$ cat src/can_timing_pkg.sv
// Purpose: Shared constants and types for the CAN bit timing and interrupt source block.
// Assumes: Byte wide host register port, 25 MHz system clock.
// Notes: Field layouts are packed structs laid over the register bytes.
package can_timing_pkg;

    // ************************************************************
    // Register offsets
    // ************************************************************
    localparam logic [7:0] OFS_STATUS = 8'h01;
    localparam logic [7:0] OFS_TIMING_PRESCALE = 8'h3F;
    localparam logic [7:0] OFS_TIMING_SEGMENTS = 8'h4F;
    localparam logic [7:0] OFS_IRQ_SOURCE = 8'h5F;
    localparam logic [7:0] READ_UNMAPPED = 8'h00;

    // ************************************************************
    // Interrupt source codes
    // ************************************************************
    localparam logic [7:0] CODE_NONE = 8'h00;
    localparam logic [7:0] CODE_STATUS = 8'h01;
    localparam logic [7:0] CODE_OBJ_LAST = 8'h02;
    localparam logic [7:0] CODE_OBJ_BASE = 8'h03;
    localparam int NUM_OBJECTS = 15;

    // ************************************************************
    // Timing figures
    // ************************************************************
    localparam int CLK_PERIOD_NS = 40;
    localparam int OBJ_RELEASE_MIN_CYC = 3;
    localparam int OBJ_RELEASE_MAX_CYC = 14;
    localparam int STATUS_EXTRA_NS = 145;
    // Longest time, so the division rounds down.
    localparam int STATUS_EXTRA_CYC = STATUS_EXTRA_NS / CLK_PERIOD_NS;
    localparam int STATUS_RELEASE_MAX_CYC = 4 + STATUS_EXTRA_CYC;
    // Edges from a clear strobe to the new source code and pin level.
    localparam int SRC_LATENCY_CYC = 3;
    localparam int SYNC_SEG_QUANTA = 1;
    localparam int TRIPLE_EXTRA_QUANTA = 2;

    // ************************************************************
    // Register field layouts
    // ************************************************************
    typedef struct packed {
        logic [1:0] resync_jump_width;
        logic [5:0] quantum_prescaler;
    } timing_prescale_t;

    typedef struct packed {
        logic triple_sample;
        logic [2:0] post_sample_segment;
        logic [3:0] pre_sample_segment;
    } timing_segments_t;

    // Bit timer status strobes travel together.
    typedef struct packed {
        logic bit_start;
        logic sample_point;
        logic rx_bit;
    } bit_events_t;

endpackage
$ cat src/can_bit_timer.sv
// Purpose: Time quantum prescaler, bit segment sequencer and bus sampler.
// Assumes: Bus receive input is synchronous to clk.
// Notes: Resynchronizes on recessive to dominant edges within the jump width.
`timescale 1ns/10ps
module can_bit_timer
(
    input wire logic clk,
    input wire logic rst_b,
    input wire can_timing_pkg::timing_prescale_t prescale,
    input wire can_timing_pkg::timing_segments_t segments,
    input wire logic bus_rx,
    output can_timing_pkg::bit_events_t events
);

    typedef enum logic [1:0] {SEG_SYNC, SEG_PRE, SEG_POST} seg_state_t;

    seg_state_t state_reg, state_next;
    logic [5:0] presc_reg, presc_next;
    logic [4:0] qcnt_reg, qcnt_next;
    logic [4:0] pre_len_reg, pre_len_next;
    logic [2:0] votes_reg, votes_next;
    logic rx_prev_reg, rx_prev_next;
    can_timing_pkg::bit_events_t ev_reg, ev_next;
    logic tq_tick;
    logic edge_seen;
    logic [4:0] jump;
    logic [4:0] post_len;
    logic [4:0] post_left;

    // One quantum lasts (prescaler + 1) system clocks.
    assign tq_tick = (presc_reg == prescale.quantum_prescaler);
    assign edge_seen = tq_tick && rx_prev_reg && !bus_rx;
    assign jump = 5'(prescale.resync_jump_width) + 5'd1;
    assign post_len = 5'(segments.post_sample_segment) + 5'd1;
    assign post_left = post_len - qcnt_reg;
    assign events = ev_reg;

    // Segment sequencer with sampling and resynchronization.
    always_comb
    begin
        state_next = state_reg;
        presc_next = tq_tick ? 6'h00 : presc_reg + 6'h01;
        qcnt_next = qcnt_reg;
        pre_len_next = pre_len_reg;
        votes_next = votes_reg;
        rx_prev_next = tq_tick ? bus_rx : rx_prev_reg;
        ev_next = '0;
        ev_next.rx_bit = ev_reg.rx_bit;
        if (tq_tick)
        begin
            case (state_reg)
                SEG_SYNC:
                begin
                    // Sync segment is one quantum long.
                    state_next = SEG_PRE;
                    qcnt_next = 5'h00;
                    pre_len_next = 5'(segments.pre_sample_segment) + 5'd1;
                    ev_next.bit_start = 1'b1;
                end
                SEG_PRE:
                begin
                    // Late edge lengthens the pre sample segment, bounded by the jump width.
                    if (edge_seen)
                        pre_len_next = pre_len_reg + ((qcnt_reg + 5'd1 < jump) ? qcnt_reg + 5'd1 : jump);
                    // Three votes land on the last three quanta before the sample point.
                    votes_next = {votes_reg[1:0], bus_rx};
                    qcnt_next = qcnt_reg + 5'd1;
                    if (qcnt_reg + 5'd1 >= pre_len_reg)
                    begin
                        state_next = SEG_POST;
                        qcnt_next = 5'h00;
                        ev_next.sample_point = 1'b1;
                        if (segments.triple_sample)
                            ev_next.rx_bit = (votes_reg[1] & votes_reg[0]) | (votes_reg[1] & bus_rx)
                                | (votes_reg[0] & bus_rx);
                        else
                            ev_next.rx_bit = bus_rx;
                    end
                end
                SEG_POST:
                begin
                    qcnt_next = qcnt_reg + 5'd1;
                    // Early edge cuts the post sample segment short if within the jump width.
                    if ((qcnt_reg + 5'd1 >= post_len) || (edge_seen && post_left <= jump))
                        state_next = SEG_SYNC;
                end
                default:
                begin
                    state_next = SEG_SYNC;
                end
            endcase
        end
    end

    // Sequencer registers.
    always_ff @(posedge clk or negedge rst_b)
    begin
        if (!rst_b)
        begin
            state_reg <= SEG_SYNC;
            presc_reg <= 6'h00;
            qcnt_reg <= 5'h00;
            pre_len_reg <= 5'h03;
            votes_reg <= 3'h7;
            rx_prev_reg <= 1'b1;
            ev_reg <= 3'h1;
        end
        else
        begin
            state_reg <= state_next;
            presc_reg <= presc_next;
            qcnt_reg <= qcnt_next;
            pre_len_reg <= pre_len_next;
            votes_reg <= votes_next;
            rx_prev_reg <= rx_prev_next;
            ev_reg <= ev_next;
        end
    end

endmodule

$ cat src/can_bit_timing_irq.sv
// Purpose: Bit timing registers, bus bit timer and interrupt source identifier.
// Assumes: Host strobes and engine events are synchronous one cycle pulses.
// Notes: Timing registers have no reset; software must program them.
`timescale 1ns/10ps
module can_bit_timing_irq
#(
    parameter int NUM_OBJ = 15
)
(
    input wire logic clk,
    input wire logic rst_b,
    input wire logic [7:0] host_addr,
    input wire logic host_wr,
    input wire logic host_rd,
    input wire logic [7:0] host_wdata,
    output logic [7:0] host_rdata,
    input wire logic [7:0] status_value,
    input wire logic status_update,
    input wire logic status_change_irq_enable,
    input wire logic global_irq_enable,
    input wire logic [NUM_OBJ-1:0] object_rx_irq_enable,
    input wire logic [NUM_OBJ-1:0] object_tx_irq_enable,
    input wire logic [NUM_OBJ-1:0] object_rx_done,
    input wire logic [NUM_OBJ-1:0] object_tx_done,
    input wire logic [NUM_OBJ-1:0] object_pending_clear,
    output logic [NUM_OBJ-1:0] object_irq_pending,
    input wire logic bus_rx,
    output logic bit_start,
    output logic sample_point,
    output logic rx_bit,
    output logic irq_b
);

    // ************************************************************
    // Elaboration checks
    // ************************************************************
    // Source codes are fixed for fifteen objects; other counts have no encoding.
    generate
        if (NUM_OBJ != can_timing_pkg::NUM_OBJECTS)
        begin : g_bad_count
            $error("NUM_OBJ must be 15");
        end
    endgenerate

    // ************************************************************
    // Host register access
    // ************************************************************
    can_timing_pkg::timing_prescale_t prescale_reg, prescale_next;
    can_timing_pkg::timing_segments_t segments_reg, segments_next;
    logic [7:0] rdata_reg, rdata_next;
    logic [7:0] source_reg, source_next;
    logic wr_prescale;
    logic wr_segments;
    logic status_read;

    assign wr_prescale = host_wr && (host_addr == can_timing_pkg::OFS_TIMING_PRESCALE);
    assign wr_segments = host_wr && (host_addr == can_timing_pkg::OFS_TIMING_SEGMENTS);
    assign status_read = host_rd && (host_addr == can_timing_pkg::OFS_STATUS);
    assign host_rdata = rdata_reg;

    // Timing register next values; writes to the source register are dropped.
    always_comb
    begin
        prescale_next = wr_prescale ? can_timing_pkg::timing_prescale_t'(host_wdata) : prescale_reg;
        segments_next = wr_segments ? can_timing_pkg::timing_segments_t'(host_wdata) : segments_reg;
    end

    // No reset term here, so a hardware reset leaves the programmed timing alone.
    always_ff @(posedge clk)
    begin
        prescale_reg <= prescale_next;
        segments_reg <= segments_next;
    end

    // Read data mux; unmapped offsets answer zero.
    always_comb
    begin
        rdata_next = rdata_reg;
        if (host_rd)
        begin
            case (host_addr)
                can_timing_pkg::OFS_STATUS: rdata_next = status_value;
                can_timing_pkg::OFS_TIMING_PRESCALE: rdata_next = prescale_reg;
                can_timing_pkg::OFS_TIMING_SEGMENTS: rdata_next = segments_reg;
                can_timing_pkg::OFS_IRQ_SOURCE: rdata_next = source_reg;
                default: rdata_next = can_timing_pkg::READ_UNMAPPED;
            endcase
        end
    end

    // Read data register.
    always_ff @(posedge clk or negedge rst_b)
    begin
        if (!rst_b)
            rdata_reg <= 8'h00;
        else
            rdata_reg <= rdata_next;
    end

    // ************************************************************
    // Pending flags
    // ************************************************************
    logic [NUM_OBJ-1:0] pend_reg, pend_next;
    logic status_pend_reg, status_pend_next;

    // One flag per object; a completion that meets a clear in the same cycle wins.
    genvar gi;
    generate
        for (gi = 0; gi < NUM_OBJ; gi = gi + 1)
        begin : g_obj
            logic set_evt;
            assign set_evt = global_irq_enable
                && ((object_rx_done[gi] && object_rx_irq_enable[gi])
                || (object_tx_done[gi] && object_tx_irq_enable[gi]));
            assign pend_next[gi] = set_evt || (pend_reg[gi] && !object_pending_clear[gi]);
        end
    endgenerate

    // A status change while one is already pending merges into the same flag.
    always_comb
    begin
        status_pend_next = status_pend_reg;
        if (status_read)
            status_pend_next = 1'b0;
        if (status_update && status_change_irq_enable)
            status_pend_next = 1'b1;
    end

    // Pending flag registers.
    always_ff @(posedge clk or negedge rst_b)
    begin
        if (!rst_b)
        begin
            pend_reg <= '0;
            status_pend_reg <= 1'b0;
        end
        else
        begin
            pend_reg <= pend_next;
            status_pend_reg <= status_pend_next;
        end
    end

    assign object_irq_pending = pend_reg;

    // ************************************************************
    // Source code priority and interrupt pin
    // ************************************************************
    logic [7:0] code_now;
    logic [7:0] stage_reg, stage_next;
    logic irq_b_reg, irq_b_next;

    // Lowest code wins: status, then object fifteen, then objects one upward.
    always_comb
    begin
        code_now = can_timing_pkg::CODE_NONE;
        for (int i = NUM_OBJ - 2; i >= 0; i--)
        begin
            if (pend_reg[i])
                code_now = can_timing_pkg::CODE_OBJ_BASE + 8'(i);
        end
        if (pend_reg[NUM_OBJ-1])
            code_now = can_timing_pkg::CODE_OBJ_LAST;
        if (status_pend_reg)
            code_now = can_timing_pkg::CODE_STATUS;
    end

    // One staging register keeps the release latency inside both windows.
    always_comb
    begin
        stage_next = code_now;
        source_next = stage_reg;
        irq_b_next = (stage_reg == can_timing_pkg::CODE_NONE);
    end

    // The staging register is cleared at reset to keep the pin quiet; the source register is cleared to zero as well.
    always_ff @(posedge clk or negedge rst_b)
    begin
        if (!rst_b)
        begin
            stage_reg <= 8'h00;
            source_reg <= 8'h00;
            irq_b_reg <= 1'b1;
        end
        else
        begin
            stage_reg <= stage_next;
            source_reg <= source_next;
            irq_b_reg <= irq_b_next;
        end
    end

    assign irq_b = irq_b_reg;

    // ************************************************************
    // Bit timer
    // ************************************************************
    can_timing_pkg::bit_events_t bit_ev;

    // Sampling mode relies on software having lengthened the pre segment.
    can_bit_timer u_bit_timer
    (
        .clk(clk),
        .rst_b(rst_b),
        .prescale(prescale_reg),
        .segments(segments_reg),
        .bus_rx(bus_rx),
        .events(bit_ev)
    );

    assign bit_start = bit_ev.bit_start;
    assign sample_point = bit_ev.sample_point;
    assign rx_bit = bit_ev.rx_bit;

endmodule

$ cat config.mk
export PLATFORM = sky130hd
export DESIGN_NAME = can_bit_timing_irq
export DESIGN_NICKNAME = d
export VERILOG_FILES = /design/src/can_timing_pkg.sv /design/src/can_bit_timer.sv /design/src/can_bit_timing_irq.sv
export SDC_FILE = /design/constraint.sdc
export NUM_CORES = 1
export LEC_CHECK = 0
export BUFFER_PORTS_ARGS = -buffer_cell sky130_fd_sc_hd__buf_2
export CORE_ASPECT_RATIO = 0.6
export CORE_UTILIZATION = 35
export DETAILED_ROUTE_END_ITERATION = 8
export PLACE_DENSITY_LB_ADDON = 0.15
export SLEW_MARGIN = 25
export SYNTH_ARGS = -nofsm -noshare
export SYNTH_HDL_FRONTEND = slang
export SYNTH_SLANG_ARGS = --single-unit
$ cat constraint.sdc
create_clock -name clk -period 4 [get_ports clk]
set_input_delay 0 -clock clk [delete_from_list [all_inputs] [get_ports clk]]
set_output_delay 0 -clock clk [all_outputs]
set_load 0.02 [all_outputs]
==> results.md <==
* Status: completed
* Max Cap Viol at 0
* Minimum clock period at 3.67 ns
* Mean Syn Cell Area at 10.3 µm²
* Share of cells above drive strength 1 at between 20 and 30%
* Largest family of logic cells by synthesized area: compound AO/OA/AOI/OAI gates
* Final setup violation count at 0
* Sink Count at 75
* Die Wd at between 100 and 150 µm
* Worst Path Required at around 4.2 ns
* Post-synthesis sequential area ratio at approximately half
* Syn Nets at approximately 540
* Die area at between 10000 and 15000 µm²
* Initial antenna violation count at 0
* Post-Synth Adder-Cell Area at between 10% and 20%
* Post-route setup slack at about 0.33 ns
* Post-Route WL at roughly 12000 µm
* Worst Skew at 0.00604 ns
* Worst-Skew Late Latency at approximately 0.34 ns
* Post-synth EDFFs at 16
* Most instantiated cells after synthesis: dfrtp_1 (52), inv_1 (49), ha_1 (32), o21ai_0 (31), nand2_1 (26)
* Top-count cell post-synth: dfrtp_1
* Sw frac at between 30% and 40%
* Dpl hpwl at 8770 µm
* Via-to-Cell Ratio at 4.95
* Cell Int Power at between 1.5 and 2 mW
* Post-route DRC at 0
* Fin crit share at between 90% and 100%
* Asr flop ratio synth at 78.7%
* Final hold viol count at 0
* Max reg flops at 15
* Mux contribution to synthesized area at 2.14%
* Area leader, netlist: dfrtp_1
* Post-synth top area share at 31.8%
* Post-CTS setup buffers at 0
* Pin count of the biggest net entering global routing at 60
* Routed len/inst at 15.5 µm
* Ys Warns at 0
* Clock share of power at between 30% and 40%
* Synthesized-area fraction occupied by xor and xnor cells at ~4.5%
* Fin. max-slew vios at 0
* Static Leak at roughly 2.7 nW
* Post-CTS sizing at 0
* CTS tree: yes
* Post-synthesis register bit count at between 70 and 80
* H-tree levels at 3
* Total power at about 2.6 mW
* Final antenna-violating net count at 0
* Main area contributors after synthesis: dfrtp_1 (32%), edfxtp_1 (12%), ha_1 (9.8%)
* Critical path peak fanout at 7
* Worst hold path class: input port to register
* Final GP Congestion at roughly 0.86
* Main synth FF type: dfrtp_1
* N_diodes at 0
* Row count at 30
* PortBufs at about 130
* Placed insts at slightly below 700
* Post-CTS Hold Fix Bufs at 44
* Distinct cells, synth at 48
* DR iter-0 viols at slightly below 200
* Fin nets at 723
* Drt pass-1 iters at 5
* Fmax achieved at around 270 MHz
* Post-layout instance area at between 5000 and 6000 µm²
* Compound-cell area share of the yosys netlist at roughly 18%
* Area Growth Syn to Fin at 39.8%
* Vias in the first global route at around 3500
* Sequential share of power at about two fifths
* First-pass GRT wire length at 18100 µm
* WHS at about 0.011 ns
* Clock Tree Root: clkbuf_16
* Startpoint types: register
* TritonCTS buffer count at 9
* Vias at 3694
* Crit. End Element: register
* Synth Instances at 395
* Gr ovfl total at 0
* Post-Place Cell Area at around 5000 µm²
* Starting density of the core at 36.1%
* Total GRT Usage at between 20% and 30%
* Pre-CTS WS at between 0.3 and 0.4 ns
* Worst slew pin tran at around 1.0 ns
* Switch Pwr at 837 µW
* Core area at 11300 µm²
* Clock slew at reported path FFs at around 0.060 ns
* Sum Neg Setup Slack at 0 ns
* Synthesized cell area at between 4000 and 5000 µm²
* Layout Utilization at about half
* # fillers at 1079
* Non-Filler Instances at ~750
* WS Path Type: register to register
* Clock Tree Buf Depth at 2
* Die H at between 80 and 90 µm
* RSZ-0062 raised after global routing: false
* Io pins at approximately 130
* Worst VDD drop at around 0.26 mV
* Pwr/cell area at approximately 460 nW/µm²
* Slew headroom at between 30% and 40%
* Crit path DAT at 3.84 ns
* Synth Area in Simple Gates at a little under an eighth
* Gate power share at between 30% and 40%
power groups by stage:
| stage | Combinational [mW] | Clock, mW | Sequential, mW |
|---|---|---|---|
| 2_1_floorplan | 0.491 | 0 | 1.01 |
| 3_3_place_gp | 0.719 | 0 | 1.01 |
| 3_5_place_dp | 0.732 | 0 | 1.01 |
| 4_1_cts | 0.780 | 0.850 | 0.998 |
| 5_1_grt | 0.889 | 0.876 | 1.02 |
| 6_report | 0.781 | 0.827 | 0.997 |
routing by layer:
metal	wire, µm	part of all wire [%]	GRT usage [%]	up-vias
met1	5780	50	29.1	1745
met3	835	7.2	4.91	10
met4	110	0.95	5.87	0
li1	-	-	-	1797
met2	4870	42	29.4	142
met5	0	0	0	-
kinds of logic after synthesis:
logic type	after synthesis
multiplexers	8
AND/OR/NAND/NOR	91
other	1
flip-flops	75
buffers and inverters	54
adder cells (fa/ha/maj)	34
AO/OA/AOI/OAI	111
XOR/XNOR	21
critical path, stage by stage (launching register included):
cell     delay (ns)
dfrtp_1        0.47
ha_1           0.27
xor2_1         0.37
ha_1           0.30
o21ai_0        0.07
or4b_1         0.54
nor2_1         0.12
a21oi_1        0.06
ha_1           0.22
fa_1           0.41
a21o_1         0.18
a21oi_1        0.19
nand2_1        0.08
a21oi_1        0.17
a21oi_1        0.06
cell usage in the layout, fill, tap and decap left out, types with 11 or more instances in the layout:
cell type and count:
a21oi_1 21, a22o_1 16, buf_2 133, clkbuf_16 11, dfrtp_1 52, dlygate4sd3_1 44
edfxtp_1 16, ha_1 32, inv_1 49, nand2_1 26, nand3_1 12, nor2_1 20
o21ai_0 31, xnor2_1 12
final cells by class:
class                   instances  area [µm²]  share of cell area [%]
flip-flops and latches         75        1970                    34.4
multi-input cells             266        1920                    33.6
repair buffers                181        1140                    19.9
clock buffers                  13         293                    5.12
well taps                     160         200                    3.50
inverters                      49         184                    3.22
clock inverters                 3        17.5                   0.307
path summary, 6_finish.rpt:
check,start,to,slack (ns),cells after the start
max,u_bit_timer.qcnt_reg[0]$_DFFE_PN0P_,u_bit_timer.pre_len_reg[4]$_DFFE_PN0P_,0.33,14
min,status_value[7],host_rdata[7]$_DFFE_PN0P_,0.01,3
max reg2reg,u_bit_timer.qcnt_reg[0]$_DFFE_PN0P_,u_bit_timer.pre_len_reg[4]$_DFFE_PN0P_,0.33,14
min reg2reg,source_next[3]$_DFF_PN0_,source_reg[3]$_DFF_PN0_,0.37,0
max in group asynchronous,rst_b,source_next[3]$_DFF_PN0_,3.10,3
min in group asynchronous,rst_b,u_bit_timer.events[2]$_DFF_PN0_,0.37,3
Note: power is estimated with default switching activity, not from simulation.
